<file path="config.mk">
export PLATFORM = sky130hd
export DESIGN_NAME = epwm_core
export DESIGN_NICKNAME = d
export VERILOG_FILES = /design/src/shared/epwm_pkg.sv /design/src/core/epwm_core.sv
export SDC_FILE = /design/constraint.sdc
export NUM_CORES = 1
export LEC_CHECK = 0
export BUFFER_PORTS_ARGS = -buffer_cell sky130_fd_sc_hd__buf_2
export CORE_UTILIZATION = 35
export CTS_CLUSTER_DIAMETER = 50
export DETAILED_ROUTE_END_ITERATION = 12
export HOLD_SLACK_MARGIN = 0.02
export PLACE_DENSITY = 0.62
export RECOVER_POWER = 100
export REMOVE_ABC_BUFFERS = 1
export SKIP_LAST_GASP = 1
export SLEW_MARGIN = 40
export SYNTH_ARGS = -nofsm -noshare
export SYNTH_HDL_FRONTEND = slang
export SYNTH_SLANG_ARGS = --single-unit
</file>
<file path="constraint.sdc">
create_clock -name i_sys_clk -period 4.28 [get_ports i_sys_clk]
set_input_delay 0.428 -clock i_sys_clk [delete_from_list [all_inputs] [get_ports i_sys_clk]]
set_output_delay 0.428 -clock i_sys_clk [all_outputs]
set_load 0.01 [all_outputs]
</file>
<file path="src/shared/epwm_pkg.sv">
/*
 * Constants and types for the enhanced pulse-width output stage.
 * Assumes a single system clock; register indexes are word-free small addresses on a plain port.
 */
`default_nettype none

package epwm_pkg;

    // Register indexes on the plain register port
    localparam logic [3:0] EPWM_REG_MODE = 4'h0;
    localparam logic [3:0] EPWM_REG_DUTY_HI = 4'h1;
    localparam logic [3:0] EPWM_REG_PERIOD = 4'h2;
    localparam logic [3:0] EPWM_REG_TIMER_CTL = 4'h3;
    localparam logic [3:0] EPWM_REG_DEADBAND = 4'h4;
    localparam logic [3:0] EPWM_REG_STEER = 4'h5;
    localparam logic [3:0] EPWM_REG_PIN_DIR = 4'h6;
    localparam logic [3:0] EPWM_REG_TIMER = 4'h7;
    localparam logic [3:0] EPWM_REG_SHADOW = 4'h8;

    // Field positions inside the mode control register
    localparam int EPWM_CFG_HI = 7;
    localparam int EPWM_CFG_LO = 6;
    localparam int EPWM_DLOW_HI = 5;
    localparam int EPWM_DLOW_LO = 4;
    localparam int EPWM_CCP_HI = 3;
    localparam int EPWM_CCP_LO = 0;
    // Field positions inside the timer control register
    localparam int EPWM_TON_BIT = 2;
    localparam int EPWM_PSC_HI = 1;
    localparam int EPWM_PSC_LO = 0;

    // Values after reset
    localparam logic [7:0] EPWM_RST_REG = 8'h00;
    localparam logic [3:0] EPWM_RST_PIN_DIR = 4'hF;

    // Output configuration codes
    localparam logic [1:0] EPWM_CFG_SINGLE = 2'h0;
    localparam logic [1:0] EPWM_CFG_FWD = 2'h1;
    localparam logic [1:0] EPWM_CFG_HALF = 2'h2;
    localparam logic [1:0] EPWM_CFG_REV = 2'h3;
    // Upper mode bits that select the enhanced pulse mode
    localparam logic [1:0] EPWM_CCP_PWM = 2'h3;

    // Prescaler codes and their terminal counts
    localparam logic [1:0] EPWM_PSC_1 = 2'h0;
    localparam logic [1:0] EPWM_PSC_4 = 2'h1;
    localparam logic [3:0] EPWM_PSC_LIM_1 = 4'h0;
    localparam logic [3:0] EPWM_PSC_LIM_4 = 4'h3;
    localparam logic [3:0] EPWM_PSC_LIM_16 = 4'hF;

    // Timing: one instruction cycle is four system clocks
    localparam int EPWM_SYS_CLK_NS = 40;
    localparam int EPWM_CLKS_PER_INSTR = 4;
    localparam logic [1:0] EPWM_PHASE_LAST = 2'(EPWM_CLKS_PER_INSTR - 1);

    // Pin masks in D,C,B,A order
    localparam logic [3:0] EPWM_MASK_HALF = 4'h3;
    localparam logic [3:0] EPWM_MASK_FULL = 4'hF;

    // Pin bundle handed to the port logic
    typedef struct packed {
        logic [3:0] level;
        logic [3:0] drive_en;
        logic [3:0] owned;
    } epwm_pins_t;

endpackage

`default_nettype wire

</file>
<file path="src/core/epwm_core.sv">
/*
 * Enhanced pulse-width output stage: timebase, duty double buffer, single / half-bridge /
 * full-bridge output steering, dead-band and polarity, plus its register file.
 * Assumes a same-clock register master with one-cycle strobes and the port logic
 * that resolves each pin from the owned / drive-enable / level bundle.
 */
// Added by the designer: the register offsets and the address-and-strobe port.
// Operation
// - Pulse frequency is derived from system clock; scales with it.
// - Reset returns all registers to reset values and pins to input.
// - Up to ten-bit duty resolution on up to four output pins.
// - Two-bit config selects single, half-bridge, forward or reverse full-bridge.
// - Single configuration enables only pins selected by steering bits.
// - Half-bridge drives modulated signal on A and its complement on B.
// - Half-bridge delays each rising transition by dead-band instruction cycles.
// - Dead-band longer than active time keeps that output inactive whole period.
// - Forward: A active, D modulated, B and C inactive.
// - Reverse: C active, B modulated, A and D inactive.
// - Polarity of the pins follows the low mode bits.
// - After enabling, output waits for a new period to start.
// - Mode register written to zero releases all pins to port logic.
// - Pins unused by the configuration stay with their port functions.
// - Ten-bit timebase is timer plus two low bits from phase or prescaler.
// - Period end clears timer, sets output unless zero duty, latches duty.
// - Active portion ends when timebase equals latched duty.
// - Duty is eight high bits plus two low bits.
// - At 1:1 prescale the low timebase bits come from clock phase.
`timescale 1ns/100ps
`default_nettype none

module epwm_core
    import epwm_pkg::*;
(
    // Clock, reset, enable
    input wire logic i_sys_clk,
    input wire logic i_rst,
    input wire logic i_clk_en,
    // Register port
    input wire logic [3:0] i_addr,
    input wire logic [7:0] i_wdata,
    input wire logic i_wr,
    input wire logic i_rd,
    output logic [7:0] o_rdata,
    // Pin bundle
    output epwm_pins_t o_pins
);

    // Prescaler terminal count per code, used by the counter and the timebase
    function automatic logic [3:0] psc_limit(input logic [1:0] code);
        begin
            if (code == EPWM_PSC_1)
                psc_limit = EPWM_PSC_LIM_1;
            else if (code == EPWM_PSC_4)
                psc_limit = EPWM_PSC_LIM_4;
            else
                psc_limit = EPWM_PSC_LIM_16;
        end
    endfunction

    // Software registers
    logic [7:0] mode_r;
    logic [7:0] duty_hi_r;
    logic [7:0] period_r;
    logic [2:0] tctl_r;
    logic [6:0] dband_r;
    logic [3:0] steer_r;
    logic [3:0] pin_dir_r;
    // Timebase and duty state
    logic [1:0] phase_r;
    logic [3:0] psc_r;
    logic [7:0] timer_r;
    logic [9:0] shadow_r;
    logic pulse_r;
    logic started_r;
    // Dead-band state
    logic [8:0] db_cnt_r;
    logic prev_a_r;
    logic prev_b_r;

    // Field decode
    wire [1:0] cfg = mode_r[EPWM_CFG_HI:EPWM_CFG_LO];
    wire [1:0] ccp = mode_r[EPWM_CCP_LO + 1:EPWM_CCP_LO]; // Polarity pair only; upper bits gate the mode
    wire pwm_on = (mode_r[EPWM_CCP_HI:EPWM_CCP_HI - 1] == EPWM_CCP_PWM);
    wire [1:0] psc_code = tctl_r[EPWM_PSC_HI:EPWM_PSC_LO];
    wire tmr_on = tctl_r[EPWM_TON_BIT];
    wire [9:0] duty_buf = {duty_hi_r, mode_r[EPWM_DLOW_HI:EPWM_DLOW_LO]};

    // Register write strobes
    wire wr_mode = i_wr & (i_addr == EPWM_REG_MODE);
    wire wr_duty = i_wr & (i_addr == EPWM_REG_DUTY_HI);
    wire wr_per = i_wr & (i_addr == EPWM_REG_PERIOD);
    wire wr_tctl = i_wr & (i_addr == EPWM_REG_TIMER_CTL);
    wire wr_db = i_wr & (i_addr == EPWM_REG_DEADBAND);
    wire wr_steer = i_wr & (i_addr == EPWM_REG_STEER);
    wire wr_dir = i_wr & (i_addr == EPWM_REG_PIN_DIR);

    // Timebase steps: everything derives from the system clock phase
    wire [3:0] psc_lim = psc_limit(psc_code);
    wire instr_tick = (phase_r == EPWM_PHASE_LAST);
    wire psc_wrap = (psc_r >= psc_lim); // A prescale change mid-count must not run the counter round
    wire tmr_inc = tmr_on & instr_tick & psc_wrap;
    wire period_end = tmr_inc & (timer_r == period_r);

    // Two low timebase bits: clock phase at 1:1, otherwise prescaler bits
    wire [1:0] low2 = (psc_code == EPWM_PSC_1) ? phase_r :
        ((psc_code == EPWM_PSC_4) ? psc_r[1:0] : psc_r[3:2]);
    wire [9:0] tbase = {timer_r, low2};
    wire duty_match = (tbase == shadow_r);

    // Phase, prescaler and timer
    always_ff @(posedge i_sys_clk or posedge i_rst)
    begin
        if (i_rst)
        begin
            phase_r <= 2'h0;
            psc_r <= 4'h0;
            timer_r <= 8'h00;
        end
        else if (i_clk_en)
        begin
            phase_r <= phase_r + 2'h1;
            if (tmr_on & instr_tick)
                psc_r <= psc_wrap ? 4'h0 : psc_r + 4'h1;
            if (period_end)
                timer_r <= 8'h00;
            else if (tmr_inc)
                timer_r <= timer_r + 8'h01;
        end
    end

    // Duty double buffer and raw pulse; a new period wins over a duty match
    always_ff @(posedge i_sys_clk or posedge i_rst)
    begin
        if (i_rst)
        begin
            shadow_r <= 10'h000;
            pulse_r <= 1'b0;
        end
        else if (i_clk_en)
        begin
            if (period_end)
            begin
                shadow_r <= duty_buf;
                pulse_r <= (duty_buf != 10'h000);
            end
            else if (duty_match)
                pulse_r <= 1'b0;
        end
    end

    // First enable waits for a period boundary, so no partial first pulse escapes
    always_ff @(posedge i_sys_clk or posedge i_rst)
    begin
        if (i_rst)
            started_r <= 1'b0;
        else if (i_clk_en)
        begin
            if (!pwm_on)
                started_r <= 1'b0;
            else if (period_end)
                started_r <= 1'b1;
        end
    end

    // Logical (active = 1) half-bridge sources before dead-band
    // Pulse drops in the first cycle of a duty match, so the pins see exactly the duty width
    wire pulse_eff = pulse_r & ~duty_match;
    wire act = pulse_eff & started_r;
    wire hb_mode = (cfg == EPWM_CFG_HALF);
    wire raw_a = hb_mode & started_r & pulse_eff;
    wire raw_b = hb_mode & started_r & ~pulse_eff;
    wire rise_a = raw_a & ~prev_a_r;
    wire rise_b = raw_b & ~prev_b_r;
    wire db_zero = (dband_r == 7'h00);
    // The rise cycle itself counts as the first clock of the delay
    wire [8:0] db_load = db_zero ? 9'h000 : ({dband_r, 2'h0} - 9'h001);

    // One shared counter is enough: A and B never rise in the same clock
    always_ff @(posedge i_sys_clk or posedge i_rst)
    begin
        if (i_rst)
        begin
            db_cnt_r <= 9'h000;
            prev_a_r <= 1'b0;
            prev_b_r <= 1'b0;
        end
        else if (i_clk_en)
        begin
            prev_a_r <= raw_a;
            prev_b_r <= raw_b;
            if (rise_a | rise_b)
                db_cnt_r <= db_load;
            else if (db_cnt_r != 9'h000)
                db_cnt_r <= db_cnt_r - 9'h001;
        end
    end

    // An output only goes active once the delay has run out while its source still holds
    wire db_done_a = rise_a ? db_zero : (db_cnt_r == 9'h000);
    wire db_done_b = rise_b ? db_zero : (db_cnt_r == 9'h000);
    wire del_a = raw_a & db_done_a;
    wire del_b = raw_b & db_done_b;

    // Logical output per configuration, D,C,B,A order
    wire [3:0] lg_single = {4{act}} & steer_r;
    wire [3:0] lg_half = {2'h0, del_b, del_a};
    wire [3:0] lg_fwd = {act, 1'b0, 1'b0, started_r};
    wire [3:0] lg_rev = {1'b0, started_r, act, 1'b0};
    wire [3:0] lg_sel = (cfg == EPWM_CFG_SINGLE) ? lg_single :
        (cfg == EPWM_CFG_HALF) ? lg_half :
        (cfg == EPWM_CFG_FWD) ? lg_fwd : lg_rev;

    // Polarity: bit 1 inverts A/C, bit 0 inverts B/D
    wire [3:0] inv_mask = {ccp[0], ccp[1], ccp[0], ccp[1]};
    wire [3:0] level_nxt = lg_sel ^ inv_mask;

    // Pin ownership: unused pins stay with the port logic
    wire [3:0] use_mask = (cfg == EPWM_CFG_SINGLE) ? steer_r :
        (cfg == EPWM_CFG_HALF) ? EPWM_MASK_HALF : EPWM_MASK_FULL;
    wire [3:0] own_nxt = pwm_on ? use_mask : 4'h0;
    wire [3:0] oe_nxt = own_nxt & ~pin_dir_r;

    // Registered pin bundle, inputs (not driven) straight out of reset
    always_ff @(posedge i_sys_clk or posedge i_rst)
    begin
        if (i_rst)
            o_pins <= '0;
        else if (i_clk_en)
        begin
            o_pins.level <= level_nxt & own_nxt;
            o_pins.drive_en <= oe_nxt;
            o_pins.owned <= own_nxt;
        end
    end

    // Software register file; all controls reset to defined values
    always_ff @(posedge i_sys_clk or posedge i_rst)
    begin
        if (i_rst)
        begin
            mode_r <= EPWM_RST_REG;
            duty_hi_r <= EPWM_RST_REG;
            period_r <= EPWM_RST_REG;
            tctl_r <= EPWM_RST_REG[2:0];
            dband_r <= EPWM_RST_REG[6:0];
            steer_r <= EPWM_RST_REG[3:0];
            pin_dir_r <= EPWM_RST_PIN_DIR;
        end
        else if (i_clk_en)
        begin
            if (wr_mode)
                mode_r <= i_wdata;
            if (wr_duty)
                duty_hi_r <= i_wdata;
            if (wr_per)
                period_r <= i_wdata;
            if (wr_tctl)
                tctl_r <= i_wdata[2:0];
            if (wr_db)
                dband_r <= i_wdata[6:0];
            if (wr_steer)
                steer_r <= i_wdata[3:0];
            if (wr_dir)
                pin_dir_r <= i_wdata[3:0];
        end
    end

    // Read mux; unmapped addresses and reserved bits read zero
    logic [7:0] rd_mux;
    always_comb
    begin
        case (i_addr)
            EPWM_REG_MODE: rd_mux = mode_r;
            EPWM_REG_DUTY_HI: rd_mux = duty_hi_r;
            EPWM_REG_PERIOD: rd_mux = period_r;
            EPWM_REG_TIMER_CTL: rd_mux = {5'h00, tctl_r};
            EPWM_REG_DEADBAND: rd_mux = {1'b0, dband_r};
            EPWM_REG_STEER: rd_mux = {4'h0, steer_r};
            EPWM_REG_PIN_DIR: rd_mux = {4'h0, pin_dir_r};
            EPWM_REG_TIMER: rd_mux = timer_r;
            EPWM_REG_SHADOW: rd_mux = shadow_r[9:2];
            default: rd_mux = 8'h00;
        endcase
    end

    // Read data stands in the cycle after the strobe only
    always_ff @(posedge i_sys_clk or posedge i_rst)
    begin
        if (i_rst)
            o_rdata <= 8'h00;
        else if (i_clk_en)
            o_rdata <= i_rd ? rd_mux : 8'h00;
    end
endmodule

`default_nettype wire

</file>
Word level (Yosys, flattened, before mapping):

Cells that the tools add are included.

* register bits after elaboration: 99
* latch bits: 0
* RAM bits: 0
* ROM bits: 0
* input port bits: 17
* output and inout bits: 20
* word-level logic and storage cells: 118
* memories: 0

* add/subtract/negate cells: 5
* multipliers: 0
* div/mod/pow operators: 0
* $lt $le $gt $ge: 1
* equal/unequal tests: 16
* shift operators: 0
* multiplexer cells: 24
* bitwise gates (word level): 29
* reductions and logical operators: 23

Operators by type and width (number)
* $pmux W8 S9: 1
* $mux W4: 9
* $mux W9: 3
* $reduce_and A2 Y1: 13
* $mux W8: 3
* $and A1 B1 Y1: 19
* $sub A9 B1 Y9 const B: 2
* $eq A4 B3 Y1 const B: 4
* $and A4 B4 Y4: 3
* $eq A10 B10 Y1: 1
* $reduce_bool A10 Y1: 1
* $logic_not A9 Y1: 1
* $reduce_bool A9 Y1: 1
* $add A8 B1 Y8 const B: 1
* $eq A4 B2 Y1 const B: 2
* $eq A8 B8 Y1: 1
* $logic_not A7 Y1: 1
* $eq A2 B2 Y1 const B: 3
* $mux W1: 6
* $reduce_bool A2 Y1: 3
* $add A4 B1 Y4 const B: 1
* $eq A2 B1 Y1 const B: 2
* $eq A4 B1 Y1 const B: 1
* $eq A4 B4 Y1 const B: 1
* other kinds (10): 15

Logic depth before layout (Yosys ltp):

Gate-level depths: netlist of the first run.

* word-level depth: 15
* gate-level depth with buffers: 12
* depth with buffers taken out: 9

Worst setup path after synthesis of the first run:

OpenSTA, ideal clock, no wires.

* kind: reg-to-reg
* start point: register tctl_r[1]
* end point: register shadow_r[0]
* setup time: 0.125 ns
* arrival time: 2.631 ns
* data required time: 4.155 ns
* path slack: 1.524 ns
* cell stages (with the launch flop): 13
* buffers on the path: 3
* clock period less this slack: 2.756 ns
* cell sequence: dfrtp_1 -> clkbuf_2 -> or2_2 -> ha_1 -> nand2b_1 -> a21o_1 -> a21o_1 -> a21oi_2 -> or2_2 -> buf_2 -> nor2_2 -> buf_2 -> mux2_2

* longest elaborated chain between the ends: 7
* elaborated cells on any way between the ends: 8
* those cells by class: 1 x order compare; 1 x eq/ne; 2 x mux; 2 x bitwise; 2 x reduce/logical

Ends and longest elaborated chain
* start, declared: RTL line epwm_core.sv:64 `logic [2:0] tctl_r;`
* start signal, assigned: RTL line epwm_core.sv:244 `tctl_r <= EPWM_RST_REG[2:0];`
* start signal, assigned: RTL line epwm_core.sv:258 `tctl_r <= i_wdata[2:0];`
* $eq A2 B1 Y1: RTL line epwm_core.sv:53 `else if (code == EPWM_PSC_4)`
* $mux W4: RTL line epwm_core.sv:53
* $mux W4 (*): RTL line epwm_core.sv:51 `if (code == EPWM_PSC_1)`
* $ge A4 B4 Y1 (*): RTL line epwm_core.sv:100 `wire psc_wrap = (psc_r >= psc_lim);`
* $and A1 B1 Y1 (*): RTL line epwm_core.sv:101 `wire tmr_inc = tmr_on & instr_tick & psc_wrap;`
* $and A1 B1 Y1 (*): RTL line epwm_core.sv:102 `wire period_end = tmr_inc & (timer_r == period_r);`
* $reduce_and A2 Y1 (no line) (*)
* end signal, assigned: RTL line epwm_core.sv:143 `shadow_r <= duty_buf;`
* end, declared: RTL line epwm_core.sv:72 `logic [9:0] shadow_r;`

Mark *: on every way between the ends. The rest lies on a longest branch, timed or not.
A chain may end at the register's enable or synchronous reset.

==> impl_metrics.json, run 1 <==
{
  "drc": 0,
  "hpwl_um": 10200,
  "avgRoutedWirePerCell_um": 19.4,
  "vias": 4181,
  "syn_to_final_growth_pct": 9.77,
  "dpl_worst_slack_ps": 1310,
  "maxSlewHeadroom_pct": -110,
  "numCtsBuffers": 9,
  "die_area_um2": 16100,
  "ys_warn_count": 0,
  "drtIter0Drc": 239,
  "io_pins": 37,
  "clock_path_buffers": 2,
  "die-height_um": 127,
  "crit_path_end_kind": "flop",
  "overflow": 0,
  "vdd_ir_drop_max_v": 0.000290,
  "final_cell_mix": "dfrtp_1 (95), mux2_2 (57), nand2_1 (35)",
  "pwr-share-clk_pct": 31.8,
  "layout_setup_ws_ps": 882,
  "drive_gt1_share_pct": 19.4,
  "arrival_ps": 3670,
  "grt_pass1_vias": 4187,
  "nFillCells": 1517,
  "dpl-instance-area_um2": 5740,
  "fin_crit_sh_pct": 79.4,
  "skew_ps": 5.75,
  "cts_setup_buffers": 0,
  "hold_class": "input port to flop",
  "htreeDepth": 3,
  "ys_types": 64,
  "ant_nets": 0,
  "synthArstFlopShare_pct": 100,
  "violations": "max-capacitance violations, max-slew violations",
  "utilization_pct": 39.3,
  "cp.required_ps": 4560,
  "criticalPathCategory": "input port to flop",
  "critical_path_buf_inv_count": 3,
  "cap_violations": 1,
  "grt_use_total_pct": 18.6,
  "dr.pass1.iters": 5,
  "drv_slew": 71,
  "ys_seq_elements": 99,
  "grt_max_degree": 71,
  "fin_cells": 729,
  "finalCriticalPeriod_ps": 3400,
  "setup_viol": 0,
  "synth_edf_count": 0,
  "crit_top_cell": "clkbuf_1",
  "switchingPower_mw": 0.819,
  "rsz0062_at_grt": "false",
  "insertedDiodeCount": 0,
  "clkLatencyLatePin_ps": 350,
  "cts_tree": "built",
  "ctsResizeCount": 0,
  "p_int_mw": 1.83,
  "synth.yosys.seq_area_share_pct": 45.6,
  "ys.flop_type": "dfrtp_1",
  "crit_path_start_kind": "input port",
  "path_max_fanout": 26,
  "grt_pass1_wl_um": 22800,
  "nets": 562,
  "critPathMaxStageDelay_ps": 1090,
  "die_w_um": 127,
  "setup_tns_ps": 0,
  "p_total_mw": 2.65,
  "swShare_pct": 31.0,
  "place_inst": 713,
  "portBuffers": 36,
  "cts_root_buffer": "clkbuf_16",
  "gp_congestion": 0.866,
  "avgViaCountPerCell": 5.74,
  "syn_inst": 516,
  "final-hold-violation-count": 0,
  "p_per_area_nw_per_um2": 443,
  "worst_pin_slew_ps": 3140,
  "fp-row-count": 45,
  "syn_area_um2": 5440,
  "worst_path_max_delay_cell": "clkinv_1",
  "hold_slack_ps": 346,
  "start_util_pct": 35.8,
  "comb_power_share_pct": 20.4,
  "drt_wl_total_um": 14100,
  "clkSlewWorstSetupHoldPaths_ps": 70,
  "cts_hold_buf": 0,
  "final_common_cell": "dfrtp_1",
  "fmax_mhz": 294,
  "core_area_um2": 15200,
  "crit_family": "buffers and inverters",
  "run_status": "complete, but fails checks",
  "p_leak_nw": 2.59,
  "antenna_found_initial": 0,
  "p_seq_share_pct": 47.8,
  "synth.avg_cell_area_um2": 10.5,
  "path_cells": "clkbuf_1 > clkbuf_1 > clkinv_1 > nor2_1 > o21ai_0 > o2bb2ai_1",
  "fin_area_um2": 5970,
  "cts_sinks": 99
}
==> cell families after synthesis <==
group	Yosys count	share of synthesized area (%)
simple gates	154	15.1
mux	70	14.5
xor+xnor	28	4.51
flops	99	45.6
compound gates	106	14.3
buf+inv	50	3.93
fa+ha+maj	9	2.07
==> worst reg2reg max path, stage by stage (launching register included) <==
cell	delay (ps)
dfrtp_1	460
or2_2	320
ha_1	270
nand2b_1	90
a21o_1	100
a21o_1	110
a21oi_1	180
or2_0	400
nor2_1	920
mux2_2	430
==> final cells by class <==
| cell class | instances | area [um2] | share of cell area (%) |
|---|---|---|---|
| multi-input combinational | 367 | 2710 | 45.3 |
| sequential | 99 | 2480 | 41.5 |
| clock buffer | 13 | 260 | 4.36 |
| tap | 188 | 235 | 3.94 |
| timing repair buffer | 38 | 163 | 2.72 |
| inverter | 21 | 80.1 | 1.34 |
| clock inverter | 3 | 47.5 | 0.796 |
==> power groups by stage <==
stage | clock network (mW) | registers [mW] | logic, mW
floorplan | 0 | 1.21 | 0.412
global placement | 0 | 1.27 | 0.536
detailed placement | 0 | 1.27 | 0.548
CTS | 0.858 | 1.26 | 0.554
global route | 0.889 | 1.28 | 0.613
finish | 0.842 | 1.26 | 0.539
==> cell usage after synthesis, types with 7 or more instances <==
master	n	area share (%)
nor3_1	13	1.2
mux2_2	57	12
a21oi_1	7	0.64
dfrtp_1	95	44
nor4_1	8	0.92
nand2_1	35	2.4
nor2_1	22	1.5
buf_2	7	0.64
xnor2_1	8	1.3
mux2i_1	11	2.0
and3_1	7	0.80
nor2b_1	10	1.1
nand3_1	20	1.8
xor2_1	20	3.2
o2bb2ai_1	16	2.6
inv_1	20	1.4
nand2b_1	8	0.92
ha_1	9	2.1
clkbuf_1	17	1.2
o21ai_0	29	2.7
==> state kept, by name (all words and copies together), names as in the netlist <==
name	flops
prev_a_r	1
shadow_r	10
dband_r	7
started_r	1
o_rdata	8
mode_r	8
pin_dir_r	4
timer_r	8
phase_r	2
steer_r	4
psc_r	4
pulse_r	1
duty_hi_r	8
prev_b_r	1
tctl_r	3
db_cnt_r	9
period_r	8
o_pins	12
==> worst paths after layout <==
kind,start,endpoint,cells past startpoint,slack [ps]
worst max-delay path,i_clk_en,o_pins[11]$_DFFE_PP0P_,6,880
worst min-delay path,i_wdata[7],mode_r[7]$_DFFE_PP0P_,2,350
worst max register to register,tctl_r[1]$_DFFE_PP0P_,shadow_r[7]$_DFFE_PP0P_,9,900
worst min register to register,o_pins[7]$_DFFE_PP0P_,o_pins[7]$_DFFE_PP0P_,1,490
max in group asynchronous,i_rst,timer_r[5]$_DFFE_PP0P_,3,1470
min in group asynchronous,i_rst,mode_r[2]$_DFFE_PP0P_,2,980
==> layer usage <==
metal / vias to the layer above / part of all wire [%] / GRT usage (%)
li1: 1938 / - / -
met1: 2104 / 45 / 24.5
met2: 124 / 48 / 29.8
met3: 15 / 4.9 / 4.56
met4: 0 / 1.9 / 6.65
met5: - / 0 / 0
(Power assumes the default switching activity.)
==> run 2: changes to the inputs <==
- clock period: 4.28 -> 3.4 ns (I/O delays scaled with it)
==> impl_metrics.json, run 2 (synthesis results as in run 1) <==
{
  "run_status": "complete, but fails checks",
  "violations": "max-capacitance violations, max-slew violations",
  "drc": 0,
  "grt_max_degree": 54,
  "vias": 4195,
  "cap_violations": 2,
  "rsz0062_at_grt": "false",
  "fin_crit_sh_pct": 86.5,
  "cts_root_buffer": "clkbuf_16",
  "die_area_um2": 16100,
  "antenna_found_initial": 0,
  "cts_setup_buffers": 0,
  "setup_viol": 0,
  "core_area_um2": 15200,
  "hpwl_um": 10300,
  "cts_sinks": 99,
  "clkSlewWorstSetupHoldPaths_ps": 70,
  "clkLatencyLatePin_ps": 350,
  "critPathMaxStageDelay_ps": 460,
  "syn_to_final_growth_pct": 10.3,
  "portBuffers": 36,
  "drt_wl_total_um": 13900,
  "regToRegSetupSlack_ps": 460,
  "start_util_pct": 35.8,
  "finalCriticalPeriod_ps": 2940,
  "drtIter0Drc": 285,
  "ctsResizeCount": 0,
  "die-height_um": 127,
  "drv_slew": 64,
  "final_cell_mix": "dfrtp_1 (95), mux2_2 (57), nand2_1 (35)",
  "ant_nets": 0,
  "avgViaCountPerCell": 5.72,
  "hold_slack_ps": 264,
  "grt_use_total_pct": 18.2,
  "dr.pass1.iters": 6,
  "io_pins": 37,
  "worst_path_max_delay_cell": "dfrtp_1",
  "arrival_ps": 3180,
  "hold_class": "input port to flop",
  "reg.largest.list": "o_pins (12), shadow_r (10), db_cnt_r (9)",
  "cts_hold_buf": 0,
  "nets": 566,
  "cp.required_ps": 3640,
  "gp_congestion": 0.840,
  "drive_gt1_share_pct": 19.3,
  "place_inst": 717,
  "crit_path_end_kind": "flop",
  "overflow": 0,
  "utilization_pct": 39.5,
  "p_per_area_nw_per_um2": 550,
  "clock_path_buffers": 2,
  "setup_tns_ps": 0,
  "die_w_um": 127,
  "worst_pin_slew_ps": 2360,
  "crit_top_cell": "a21o_1",
  "numCtsBuffers": 9,
  "fmax_mhz": 340,
  "path_cells": "or2_2 > ha_1 > nand2b_1 > a21o_1 > a21o_1 > a21oi_2 > or2_0 > nor2_2 > buf_4 > mux2_2",
  "p_leak_nw": 2.60,
  "grt_pass1_wl_um": 22400,
  "grt_pass1_vias": 4164,
  "regMostFlops": "o_pins",
  "insertedDiodeCount": 0,
  "maxSlewHeadroom_pct": -58.2,
  "vdd_ir_drop_max_v": 0.000348,
  "htreeDepth": 3,
  "path_max_fanout": 15,
  "fp-row-count": 45,
  "final_common_cell": "dfrtp_1",
  "avgRoutedWirePerCell_um": 19.0,
  "fin_cells": 733,
  "nFillCells": 1501,
  "skew_ps": 8.03,
  "cts_tree": "built",
  "criticalPathCategory": "flop to flop",
  "final-hold-violation-count": 0,
  "largest_reg_flops": 12,
  "crit_path_start_kind": "flop"
}
[run 2: through the flow]
stage	power [mW]	area (um2)	setup WS (ps)
final	3.30	6000	460
after global routing	3.48	6000	222
after CTS	3.34	6070	629
after detailed placement	2.30	5770	639
after global placement	2.27	5770	714
after floorplan	2.04	5310	476
[run 2: area by class of cell]
class                           instances  area (um2)  share of cell area (%)
Timing Repair Buffer                   42         183                    3.04
Clock buffer                           13         250                    4.17
Multi-Input combinational cell        367        2730                    45.4
Inverter                               21        80.1                    1.33
Sequential cell                        99        2480                    41.3
Tap cell                              188         235                    3.92
Clock inverter                          3        46.3                   0.771
[run 2: worst paths after layout]
kind,to,startpoint,depth (start not counted)
max reg2reg,shadow_r[2]$_DFFE_PP0P_,tctl_r[1]$_DFFE_PP0P_,10
min in group asynchronous,steer_r[3]$_DFFE_PP0P_,i_rst,2
max,shadow_r[2]$_DFFE_PP0P_,tctl_r[1]$_DFFE_PP0P_,10
max in group asynchronous,duty_hi_r[6]$_DFFE_PP0P_,i_rst,3
min reg2reg,o_pins[4]$_DFFE_PP0P_,o_pins[4]$_DFFE_PP0P_,1
min,duty_hi_r[7]$_DFFE_PP0P_,i_wdata[7],2
[run 2: per-layer routing]
layer	GRT usage [%]	routed length, um
met5	0	0
met4	6.93	342
met3	4.89	748
met2	28.8	6600
met1	23.8	6240
[run 2: worst max-delay path: cells and delay by family (launching register included)]
family	cells	cell delay, ps
compound gates	3	670
buf+inv	1	200
flops	1	460
simple gates	4	930
fa+ha+maj	1	270
mux	1	290
[run 2: power breakdown]
part	switching [mW]	total [mW]	internal, mW
registers	0.230	1.59	1.36
clock network	0.435	1.03	0.594
logic	0.356	0.687	0.331
total	1.02	3.30	2.28
